===== config.mk =====
export PLATFORM = sky130hd
export DESIGN_NAME = fpec_top
export DESIGN_NICKNAME = d
export VERILOG_FILES = /design/src/hw/fpec_pkg.sv /design/src/hw/fpec_top.sv /design/src/hw/fpec_timer.sv /design/src/hw/fpec_axil.sv
export SDC_FILE = /design/constraint.sdc
export NUM_CORES = 1
export LEC_CHECK = 0
export BUFFER_PORTS_ARGS = -buffer_cell sky130_fd_sc_hd__buf_2
export CAP_MARGIN = 20
export CORE_ASPECT_RATIO = 1.2
export CORE_MARGIN = 5
export CORE_UTILIZATION = 45
export CTS_CLUSTER_DIAMETER = 120
export DETAILED_ROUTE_END_ITERATION = 6
export PLACE_DENSITY = 0.72
export RECOVER_POWER = 25
export SYNTH_ARGS = -nofsm -noshare
export SYNTH_HDL_FRONTEND = slang
export SYNTH_SLANG_ARGS = --single-unit

===== constraint.sdc =====
create_clock -name clk_in -period 4.4 [get_ports clk_in]
set_input_delay 0.22 -clock clk_in [delete_from_list [all_inputs] [get_ports clk_in]]
set_output_delay 0.22 -clock clk_in [all_outputs]
set_load 0.005 [all_outputs]

===== src/hw/fpec_pkg.sv =====
// Purpose: constants and types of the flash program/erase control block
// Assumes: 20 MHz system clock, AXI4-Lite register access
// Notes: times are in microseconds, counts derived from the clock rate
// Overview of operation
// - set trigger starts timed operation, hardware clears
// - software can only set trigger, never clear
// - trigger reads zero whenever sequencer idle
// - allow bit clear inhibits every operation
// - bad sequence or termination sets error flag
// - erase-select one runs erase on trigger
// - code 0010 page erase; 1111/1011/0011 nothing
// - reserved and undefined codes do nothing
// - control bits reset by power-on only
// - bits 12..7 and 5..4 read zero
package fpec_pkg;
	localparam int CLK_MHZ = 20;
	localparam int PROG_TIME_US = 20;
	localparam int ERASE_TIME_US = 20000;
	localparam int PROG_CYC_DEF = PROG_TIME_US * CLK_MHZ;
	localparam int ERASE_CYC_DEF = ERASE_TIME_US * CLK_MHZ;
	localparam int TMR_W = 24;
	localparam int AXI_AW = 8;
	localparam logic [AXI_AW-1:0] OFS_CTL = 8'h00;
	localparam logic [AXI_AW-1:0] OFS_STAT = 8'h04;
	localparam logic [AXI_AW-1:0] OFS_MASK = 8'h08;
	localparam logic [AXI_AW-1:0] OFS_KEY = 8'h0C;
	localparam int CTL_TRIG_BIT = 15;
	localparam int CTL_ALLOW_BIT = 14;
	localparam int CTL_ERR_BIT = 13;
	localparam int CTL_ERASE_BIT = 6;
	localparam int CTL_OP_LSB = 0;
	localparam int CTL_OP_MSB = 3;
	localparam logic [15:0] CTL_IMPL_MASK = 16'hE04F;
	localparam logic [3:0] OP_PAGE_ERASE = 4'h2;
	localparam logic [3:0] OP_NOP_A = 4'hF;
	localparam logic [3:0] OP_NOP_B = 4'hB;
	localparam logic [3:0] OP_NOP_C = 4'h3;
	localparam logic [3:0] OP_RSV_A = 4'h1;
	localparam logic [3:0] OP_RSV_B = 4'h0;
	localparam logic [3:0] PROG_OP_DEF = 4'h3;
	localparam logic [15:0] KEY1_DEF = 16'h0055;
	localparam logic [15:0] KEY2_DEF = 16'h00AA;
	localparam int IRQ_DONE_BIT = 0;
	localparam int IRQ_ERR_BIT = 1;
	localparam int IRQ_W = 2;
	localparam logic [1:0] RESP_OKAY = 2'h0;
	localparam logic [1:0] RESP_SLVERR = 2'h2;
	typedef enum logic [1:0] {
		FPEC_IDLE = 2'b00,
		FPEC_ERASE = 2'b01,
		FPEC_PROG = 2'b10
	} fpec_seq_type;
	typedef enum logic [1:0] {
		FPEC_KEY_NONE = 2'b00,
		FPEC_KEY_HALF = 2'b01,
		FPEC_KEY_OPEN = 2'b10
	} fpec_key_type;
endpackage


===== src/hw/fpec_top.sv =====
// Purpose: flash program/erase sequencer with control register and interrupt
// Assumes: nrst_in is the power-on reset; soft_rst_in covers all other resets
// Notes: the flash array is driven by level strobes for the timed duration plus one cycle
`timescale 1ns/1ps
`default_nettype none
module fpec_top import fpec_pkg::*; #(
	parameter int PROG_CYCLES = PROG_CYC_DEF,
	parameter int ERASE_CYCLES = ERASE_CYC_DEF,
	parameter logic [3:0] PROG_OP_CODE = PROG_OP_DEF,
	parameter logic [15:0] KEY1_VALUE = KEY1_DEF,
	parameter logic [15:0] KEY2_VALUE = KEY2_DEF
) (
	input wire logic clk_in,
	input wire logic nrst_in,
	input wire logic soft_rst_in,
	input wire logic [AXI_AW-1:0] s_axi_awaddr_in,
	input wire logic s_axi_awvalid_in,
	output logic s_axi_awready_out,
	input wire logic [31:0] s_axi_wdata_in,
	input wire logic [3:0] s_axi_wstrb_in,
	input wire logic s_axi_wvalid_in,
	output logic s_axi_wready_out,
	output logic [1:0] s_axi_bresp_out,
	output logic s_axi_bvalid_out,
	input wire logic s_axi_bready_in,
	input wire logic [AXI_AW-1:0] s_axi_araddr_in,
	input wire logic s_axi_arvalid_in,
	output logic s_axi_arready_out,
	output logic [31:0] s_axi_rdata_out,
	output logic [1:0] s_axi_rresp_out,
	output logic s_axi_rvalid_out,
	input wire logic s_axi_rready_in,
	output logic flash_erase_out,
	output logic flash_prog_out,
	output logic [3:0] flash_op_out,
	output logic irq_out
);
	// ****************************************
	// state
	// ****************************************
	typedef struct packed {
		fpec_seq_type state;
		logic trigger;
		logic allow;
		logic seqerr;
		logic erase;
		logic [3:0] op;
		fpec_key_type key;
		logic [IRQ_W-1:0] stat;
		logic [IRQ_W-1:0] mask;
		logic irq;
		logic f_erase;
		logic f_prog;
		logic [3:0] f_op;
	} fpec_state_type;
	fpec_state_type r, n;

	logic wr_en;
	logic [AXI_AW-1:0] wr_addr;
	logic [31:0] wr_data;
	logic [3:0] wr_strb;
	logic wr_err;
	logic rd_en;
	logic [AXI_AW-1:0] rd_addr;
	logic [31:0] rd_data;
	logic rd_err;
	logic tmr_done;
	logic tmr_run;
	logic attempt;
	logic abort;
	logic start_e;
	logic start_p;
	logic err_evt;
	logic done_evt;
	logic [TMR_W-1:0] tmr_cycles;
	logic [15:0] ctl_word;

	// ****************************************
	// bus front end and timer
	// ****************************************
	fpec_axil u_axil (
		.clk_in(clk_in),
		.nrst_in(nrst_in),
		.awaddr_in(s_axi_awaddr_in),
		.awvalid_in(s_axi_awvalid_in),
		.awready_out(s_axi_awready_out),
		.wdata_in(s_axi_wdata_in),
		.wstrb_in(s_axi_wstrb_in),
		.wvalid_in(s_axi_wvalid_in),
		.wready_out(s_axi_wready_out),
		.bresp_out(s_axi_bresp_out),
		.bvalid_out(s_axi_bvalid_out),
		.bready_in(s_axi_bready_in),
		.araddr_in(s_axi_araddr_in),
		.arvalid_in(s_axi_arvalid_in),
		.arready_out(s_axi_arready_out),
		.rdata_out(s_axi_rdata_out),
		.rresp_out(s_axi_rresp_out),
		.rvalid_out(s_axi_rvalid_out),
		.rready_in(s_axi_rready_in),
		.wr_en_out(wr_en),
		.wr_addr_out(wr_addr),
		.wr_data_out(wr_data),
		.wr_strb_out(wr_strb),
		.wr_err_in(wr_err),
		.rd_en_out(rd_en),
		.rd_addr_out(rd_addr),
		.rd_data_in(rd_data),
		.rd_err_in(rd_err)
	);

	fpec_timer #(
		.W(TMR_W)
	) u_timer (
		.clk_in(clk_in),
		.nrst_in(nrst_in),
		.start_in(start_e || start_p),
		.abort_in(abort),
		.cycles_in(tmr_cycles),
		.done_out(tmr_done),
		.running_out(tmr_run)
	);

	// ****************************************
	// register read decode
	// ****************************************
	always_comb begin
		ctl_word = 16'h0000;
		ctl_word[CTL_TRIG_BIT] = r.trigger;
		ctl_word[CTL_ALLOW_BIT] = r.allow;
		ctl_word[CTL_ERR_BIT] = r.seqerr;
		ctl_word[CTL_ERASE_BIT] = r.erase;
		ctl_word[CTL_OP_MSB:CTL_OP_LSB] = r.op;
		rd_err = 1'b0;
		rd_data = 32'h00000000;
		case (rd_addr)
			OFS_CTL: rd_data = {16'h0000, ctl_word};
			OFS_STAT: rd_data = {30'h00000000, r.stat};
			OFS_MASK: rd_data = {30'h00000000, r.mask};
			OFS_KEY: rd_data = {30'h00000000, r.key};
			default: rd_err = 1'b1;
		endcase
		wr_err = !(wr_addr == OFS_CTL || wr_addr == OFS_STAT || wr_addr == OFS_MASK || wr_addr == OFS_KEY);
	end

	// ****************************************
	// sequencer
	// ****************************************
	always_comb begin
		n = r;
		attempt = 1'b0;
		start_e = 1'b0;
		start_p = 1'b0;
		err_evt = 1'b0;
		done_evt = 1'b0;
		tmr_cycles = TMR_W'(PROG_CYCLES);
		// other resets drop the unlock only; control bits keep power-on reset
		if (soft_rst_in) begin
			n.key = FPEC_KEY_NONE;
		end
		// ****************************************
		// unlock keys
		// ****************************************
		if (wr_en && wr_addr == OFS_KEY && wr_strb[1:0] == 2'h3) begin
			if (r.key == FPEC_KEY_NONE && wr_data[15:0] == KEY1_VALUE) begin
				n.key = FPEC_KEY_HALF;
			end else if (r.key == FPEC_KEY_HALF && wr_data[15:0] == KEY2_VALUE) begin
				n.key = FPEC_KEY_OPEN;
			end else begin
				n.key = FPEC_KEY_NONE;
			end
		end
		// ****************************************
		// control register write
		// ****************************************
		if (wr_en && wr_addr == OFS_CTL) begin
			if (wr_strb[1]) begin
				n.allow = wr_data[CTL_ALLOW_BIT];
				if (!wr_data[CTL_ERR_BIT]) begin
					n.seqerr = 1'b0;
				end
				// a written zero never clears the trigger
				attempt = wr_data[CTL_TRIG_BIT] && r.state == FPEC_IDLE;
			end
			// mode and code frozen while an operation runs
			if (wr_strb[0] && r.state == FPEC_IDLE) begin
				n.erase = wr_data[CTL_ERASE_BIT];
				n.op = wr_data[CTL_OP_MSB:CTL_OP_LSB];
			end
		end
		// ****************************************
		// start decision
		// ****************************************
		if (attempt) begin
			// each attempt consumes the unlock, success or not
			n.key = FPEC_KEY_NONE;
			if (!n.allow || r.key != FPEC_KEY_OPEN) begin
				err_evt = 1'b1;
			end else if (n.erase && n.op == OP_PAGE_ERASE) begin
				start_e = 1'b1;
			end else if (!n.erase && n.op == PROG_OP_CODE) begin
				start_p = 1'b1;
			end
			// no-op, reserved and undefined codes leave the trigger clear
		end
		// done wins over an abort in the same cycle
		abort = r.state != FPEC_IDLE && !n.allow && !tmr_done;
		if (start_e) begin
			tmr_cycles = TMR_W'(ERASE_CYCLES);
		end
		// ****************************************
		// operation state
		// ****************************************
		case (r.state)
			FPEC_IDLE: begin
				if (start_e) begin
					n.state = FPEC_ERASE;
					n.trigger = 1'b1;
				end else if (start_p) begin
					n.state = FPEC_PROG;
					n.trigger = 1'b1;
				end
			end
			FPEC_ERASE, FPEC_PROG: begin
				if (tmr_done) begin
					n.state = FPEC_IDLE;
					n.trigger = 1'b0;
					done_evt = 1'b1;
				end else if (abort) begin
					n.state = FPEC_IDLE;
					n.trigger = 1'b0;
					err_evt = 1'b1;
				end
			end
			default: begin
				n.state = FPEC_IDLE;
				n.trigger = 1'b0;
			end
		endcase
		if (err_evt) begin
			n.seqerr = 1'b1;
		end
		// ****************************************
		// interrupt status, write one to clear, set wins
		// ****************************************
		if (wr_en && wr_addr == OFS_STAT && wr_strb[0]) begin
			n.stat = r.stat & ~wr_data[IRQ_W-1:0];
		end
		if (wr_en && wr_addr == OFS_MASK && wr_strb[0]) begin
			n.mask = wr_data[IRQ_W-1:0];
		end
		if (done_evt) begin
			n.stat[IRQ_DONE_BIT] = 1'b1;
		end
		if (err_evt) begin
			n.stat[IRQ_ERR_BIT] = 1'b1;
		end
		n.irq = |(n.stat & n.mask);
		// ****************************************
		// flash strobes
		// ****************************************
		// a strobe outlasts the count by the cycle in which done is seen
		n.f_erase = n.state == FPEC_ERASE;
		n.f_prog = n.state == FPEC_PROG;
		n.f_op = n.op;
	end

	always_ff @(posedge clk_in or negedge nrst_in) begin
		if (!nrst_in) begin
			r <= '0;
		end else begin
			r <= n;
		end
	end

	assign flash_erase_out = r.f_erase;
	assign flash_prog_out = r.f_prog;
	assign flash_op_out = r.f_op;
	assign irq_out = r.irq;
endmodule
`default_nettype wire


===== src/hw/fpec_timer.sv =====
// Purpose: self-timing counter for one flash operation
// Assumes: start and abort come from logic on the same clock
// Notes: done pulses exactly cycles_in edges after the start edge
`timescale 1ns/1ps
`default_nettype none
module fpec_timer import fpec_pkg::*; #(
	parameter int W = TMR_W
) (
	input wire logic clk_in,
	input wire logic nrst_in,
	input wire logic start_in,
	input wire logic abort_in,
	input wire logic [W-1:0] cycles_in,
	output logic done_out,
	output logic running_out
);
	typedef struct packed {
		logic [W-1:0] cnt;
		logic run;
		logic done;
	} fpec_tmr_type;
	fpec_tmr_type r, n;
	always_comb begin
		n = r;
		n.done = 1'b0;
		if (start_in) begin
			n.cnt = cycles_in;
			n.run = 1'b1;
		end else if (abort_in) begin
			n.run = 1'b0;
		end else if (r.run) begin
			n.cnt = r.cnt - 1'b1;
			if (r.cnt <= W'(1)) begin
				n.run = 1'b0;
				n.done = 1'b1;
			end
		end
	end
	always_ff @(posedge clk_in or negedge nrst_in) begin
		if (!nrst_in) begin
			r <= '0;
		end else begin
			r <= n;
		end
	end
	assign done_out = r.done;
	assign running_out = r.run;
endmodule
`default_nettype wire


===== src/hw/fpec_axil.sv =====
// Purpose: AXI4-Lite slave front end for the register file
// Assumes: one write and one read outstanding at most
// Notes: write address and data taken in either order
`timescale 1ns/1ps
`default_nettype none
module fpec_axil import fpec_pkg::*; (
	input wire logic clk_in,
	input wire logic nrst_in,
	input wire logic [AXI_AW-1:0] awaddr_in,
	input wire logic awvalid_in,
	output logic awready_out,
	input wire logic [31:0] wdata_in,
	input wire logic [3:0] wstrb_in,
	input wire logic wvalid_in,
	output logic wready_out,
	output logic [1:0] bresp_out,
	output logic bvalid_out,
	input wire logic bready_in,
	input wire logic [AXI_AW-1:0] araddr_in,
	input wire logic arvalid_in,
	output logic arready_out,
	output logic [31:0] rdata_out,
	output logic [1:0] rresp_out,
	output logic rvalid_out,
	input wire logic rready_in,
	output logic wr_en_out,
	output logic [AXI_AW-1:0] wr_addr_out,
	output logic [31:0] wr_data_out,
	output logic [3:0] wr_strb_out,
	input wire logic wr_err_in,
	output logic rd_en_out,
	output logic [AXI_AW-1:0] rd_addr_out,
	input wire logic [31:0] rd_data_in,
	input wire logic rd_err_in
);
	typedef struct packed {
		logic aw_have;
		logic [AXI_AW-1:0] aw_addr;
		logic w_have;
		logic [31:0] w_data;
		logic [3:0] w_strb;
		logic awready;
		logic wready;
		logic bvalid;
		logic [1:0] bresp;
		logic arready;
		logic rvalid;
		logic [31:0] rdata;
		logic [1:0] rresp;
	} fpec_axi_type;
	fpec_axi_type r, n;
	logic wr_go;
	logic rd_go;
	always_comb begin
		n = r;
		wr_go = r.aw_have && r.w_have && !r.bvalid;
		rd_go = arvalid_in && r.arready;
		if (awvalid_in && r.awready) begin
			n.aw_have = 1'b1;
			n.aw_addr = awaddr_in;
		end
		if (wvalid_in && r.wready) begin
			n.w_have = 1'b1;
			n.w_data = wdata_in;
			n.w_strb = wstrb_in;
		end
		if (r.bvalid && bready_in) begin
			n.bvalid = 1'b0;
		end
		if (wr_go) begin
			n.aw_have = 1'b0;
			n.w_have = 1'b0;
			n.bvalid = 1'b1;
			n.bresp = wr_err_in ? RESP_SLVERR : RESP_OKAY;
		end
		if (r.rvalid && rready_in) begin
			n.rvalid = 1'b0;
		end
		if (rd_go) begin
			n.rvalid = 1'b1;
			n.rdata = rd_err_in ? 32'h00000000 : rd_data_in;
			n.rresp = rd_err_in ? RESP_SLVERR : RESP_OKAY;
		end
		n.awready = !n.aw_have && !n.bvalid;
		n.wready = !n.w_have && !n.bvalid;
		n.arready = !n.rvalid;
	end
	always_ff @(posedge clk_in or negedge nrst_in) begin
		if (!nrst_in) begin
			r <= '0;
		end else begin
			r <= n;
		end
	end
	assign awready_out = r.awready;
	assign wready_out = r.wready;
	assign bvalid_out = r.bvalid;
	assign bresp_out = r.bresp;
	assign arready_out = r.arready;
	assign rvalid_out = r.rvalid;
	assign rdata_out = r.rdata;
	assign rresp_out = r.rresp;
	assign wr_en_out = wr_go;
	assign wr_addr_out = r.aw_addr;
	assign wr_data_out = r.w_data;
	assign wr_strb_out = r.w_strb;
	assign rd_en_out = rd_go;
	assign rd_addr_out = araddr_in;
endmodule
`default_nettype wire


==> flow_summary.ini <==
[detailed_routing]
ant_nets = 0
wirelength_microns = 9491
vias_per_cell = 5.412
vias = 3350
initialDrtViolationCount = 107
wl_per_cell_microns = 15.33
dr.pass1.iters = 4
drc = 0

[yosys]
synth_edf_count = 0
ys.warnings.count = 0
ys_async_sr_fraction = 1.000
synth_area_sq_mm = 0.004711
synth_area_per_cell_sq_um = 10.73
synth_top_area_cell = dfrtp_1
netlist_instances = 439
synth_cell_types = 68
post-synth-top-area-fraction = 0.4675
synth.area.top_cells = dfrtp_1 47%, mux2_2 8.4%, buf_4 6.4%
ys.flop_type = dfrtp_1
ys_ff_latch = 88
ys_seq_area_frac = 0.4675

[run_status]
status = complete, but fails checks
violations = max-capacitance violations, max-slew violations

[timing]
rsz0062_at_grt = no
setup_viol = 0
finalClockSkew_ns = 0.006990
tns_ns = 0
tightest_slew_ns = 1.674
max_slew_margin = -0.1160
slew_viol_final = 34
finalHoldViolCount = 0
max_freq_mhz = 309.1
period_needed_ns = 3.235
min_period_over_period = 0.7353

[min_path]
hp-class = in -> reg

[layout]
stdcell_area_sq_mm = 0.005205
antenna_cells = 0
area_delta_synth_final_pct = 10.49
drive_above_1_share = 0.2673
utilization = 0.5023
fin_cells = 619
fin_nets = 550

[floorplanning]
initial_core_util = 0.4546
die_y_microns = 122.1
num_rows = 41
core_area_sq_mm = 0.01036
dieArea_sq_mm = 0.01262
die_w_microns = 103.4
io-pin-count = 108

[critical_path]
slowest_delay_ns = 0.58
path_buf_inv = 2
path_cells = inv_1 > ha_1 > nor4bb_1 > nand4_1 > a211o_1 > a21oi_2 > buf_4 > a211oi_1
path_max_fanout = 16
crit_slowest_cell = a21oi_2
startpoint_type = flop
path_delay_family = compound AO/OA/AOI/OAI gates
r2r_slack_ns = 1.16
crit_path_end_kind = flop
path_class = reg -> reg
required_ns = 4.59
arrival_ns = 3.42

[cts]
clk_pin_slew_ns = 0.06
postCtsSetupRepairBufs = 0
clockBufferDepth = 2
clkSinkCount = 88
numCtsBuffers = 9
h-tree-depth = 3
cts_resized = 0
root_buffer = clkbuf_16
cts_tree = done
clock_latency_ns = 0.33
hold_buffers = 0

[placement]
place_congestion = 0.8611
dp_hpwl_microns = 7106
place_area_sq_mm = 0.004907
placed_cells = 602
portBuffers = 63

[job]
cap_violations = 1

[grt]
antenna_found_initial = 0
grt_pass1_wl_microns = 15680
grt_max_degree = 89
grt_pass1_vias = 3310
grt-ovfl-total = 0
grt_use_total = 0.1577

[power_and_ir_drop]
power_density_mw_per_mm2 = 433.6
ir_worst_vdd_mv = 0.4045
p_leak_nw = 2.559
## per-layer routing
metal | up-vias | track usage | wire (microns)
met5 | - | 0 | 0
met4 | 0 | 0.05830 | 168
li1 | 1602 | - | -
met2 | 83 | 0.2624 | 4930
met3 | 16 | 0.03551 | 466
met1 | 1649 | 0.1985 | 3925
## synthesized netlist by cell type, drive strengths merged (2+ instances only)
cell,instances
nor2b,8
buf,50
xnor2,4
o21ai,7
a211oi,2
nand4,12
or4,6
or3,2
mux2i,6
nor2,37
a22o,8
nand3,12
nor4b,5
a21o,3
dfrtp,88
mux2,35
mux4,2
nand4b,4
nand2,25
o211ai,3
nor3,17
a21oi,8
and3b,2
nor4,9
and4,3
ha,4
and3,6
nor3b,3
a2bb2oi,3
inv,13
and2,6
nand2b,8
nand3b,2
xor2,10
o211a,3
clkbuf,4
or2,2
o22ai,3
## logic make-up (layout without fill, tap and decap cells)
kind of cell / after synthesis / in the layout / synth area share
AO/OA/AOI/OAI: 49 / 49 / 0.08021
flip-flops: 88 / 88 / 0.4675
multiplexers: 43 / 43 / 0.1068
other: 1 / 26 / 0.0007960
AND/OR/NAND/NOR: 172 / 172 / 0.2162
adder cells (fa/ha/maj): 4 / 4 / 0.01062
buffers and inverters: 68 / 94 / 0.09190
XOR/XNOR: 14 / 14 / 0.02603
## metrics by stage
step                      setup slack (ns)  total power, W  hold slack, ns
after floorplan                      2.125        0.001421        -0.07559
after global placement               1.206        0.001515          0.4355
after detailed placement             1.146        0.001544          0.4469
after CTS                            1.131        0.002279         0.09387
after global routing                0.7898        0.002389          0.1052
final                                1.165        0.002257          0.1039
## state kept, by name (all words and copies together) (netlist names), 2 cells and up
signal              count
u_axil.wr_data_out     16
u_axil.wr_addr_out      8
u_axil.r                2
flash_op_out            4
u_axil.rdata_out        8
u_axil.wr_strb_out      2
ctl_word                4
u_timer.r              24
r                       8
## report_power, final
part           switching, W  internal (W)  leakage, nW  total (W)
Combinational      0.000171      0.000227         1.27   0.000398
Sequential         0.000155      0.000972         1.15    0.00113
Clock              0.000292      0.000440        0.144   0.000732
## worst paths after layout
kind	startpoint	to	cells after the start
max in group asynchronous	nrst_in	u_axil.wr_data_out[5]	3
min reg2reg	u_axil.rdata_out[0]	u_axil.rdata_out[0]	2
max	r[22]	u_timer.r[3]	8
min	s_axi_rready_in	u_axil.rvalid_out	2
min in group asynchronous	nrst_in	u_timer.r[5]	2
max reg2reg	r[22]	u_timer.r[3]	8
## layout make-up
type                       count  area, sq um
clock buffer                  13        280.3
clock inverter                 2        12.51
fill                         952         5157
inverter                      13        48.80
multi-input combinational    308         2170
sequential                    88         2202
tap                          129        161.4
timing repair buffer          66        330.3
## cell usage in the layout (no fill, tap or decap), types with 10 or more instances in the layout
cell,n
nand2_1,25
buf_2,57
nor2_1,37
nand4_1,12
nand3_1,10
xor2_1,10
conb_1,26
inv_1,13
dfrtp_1,88
mux2_2,35
nor3_1,15
(Power assumes the default switching activity.)
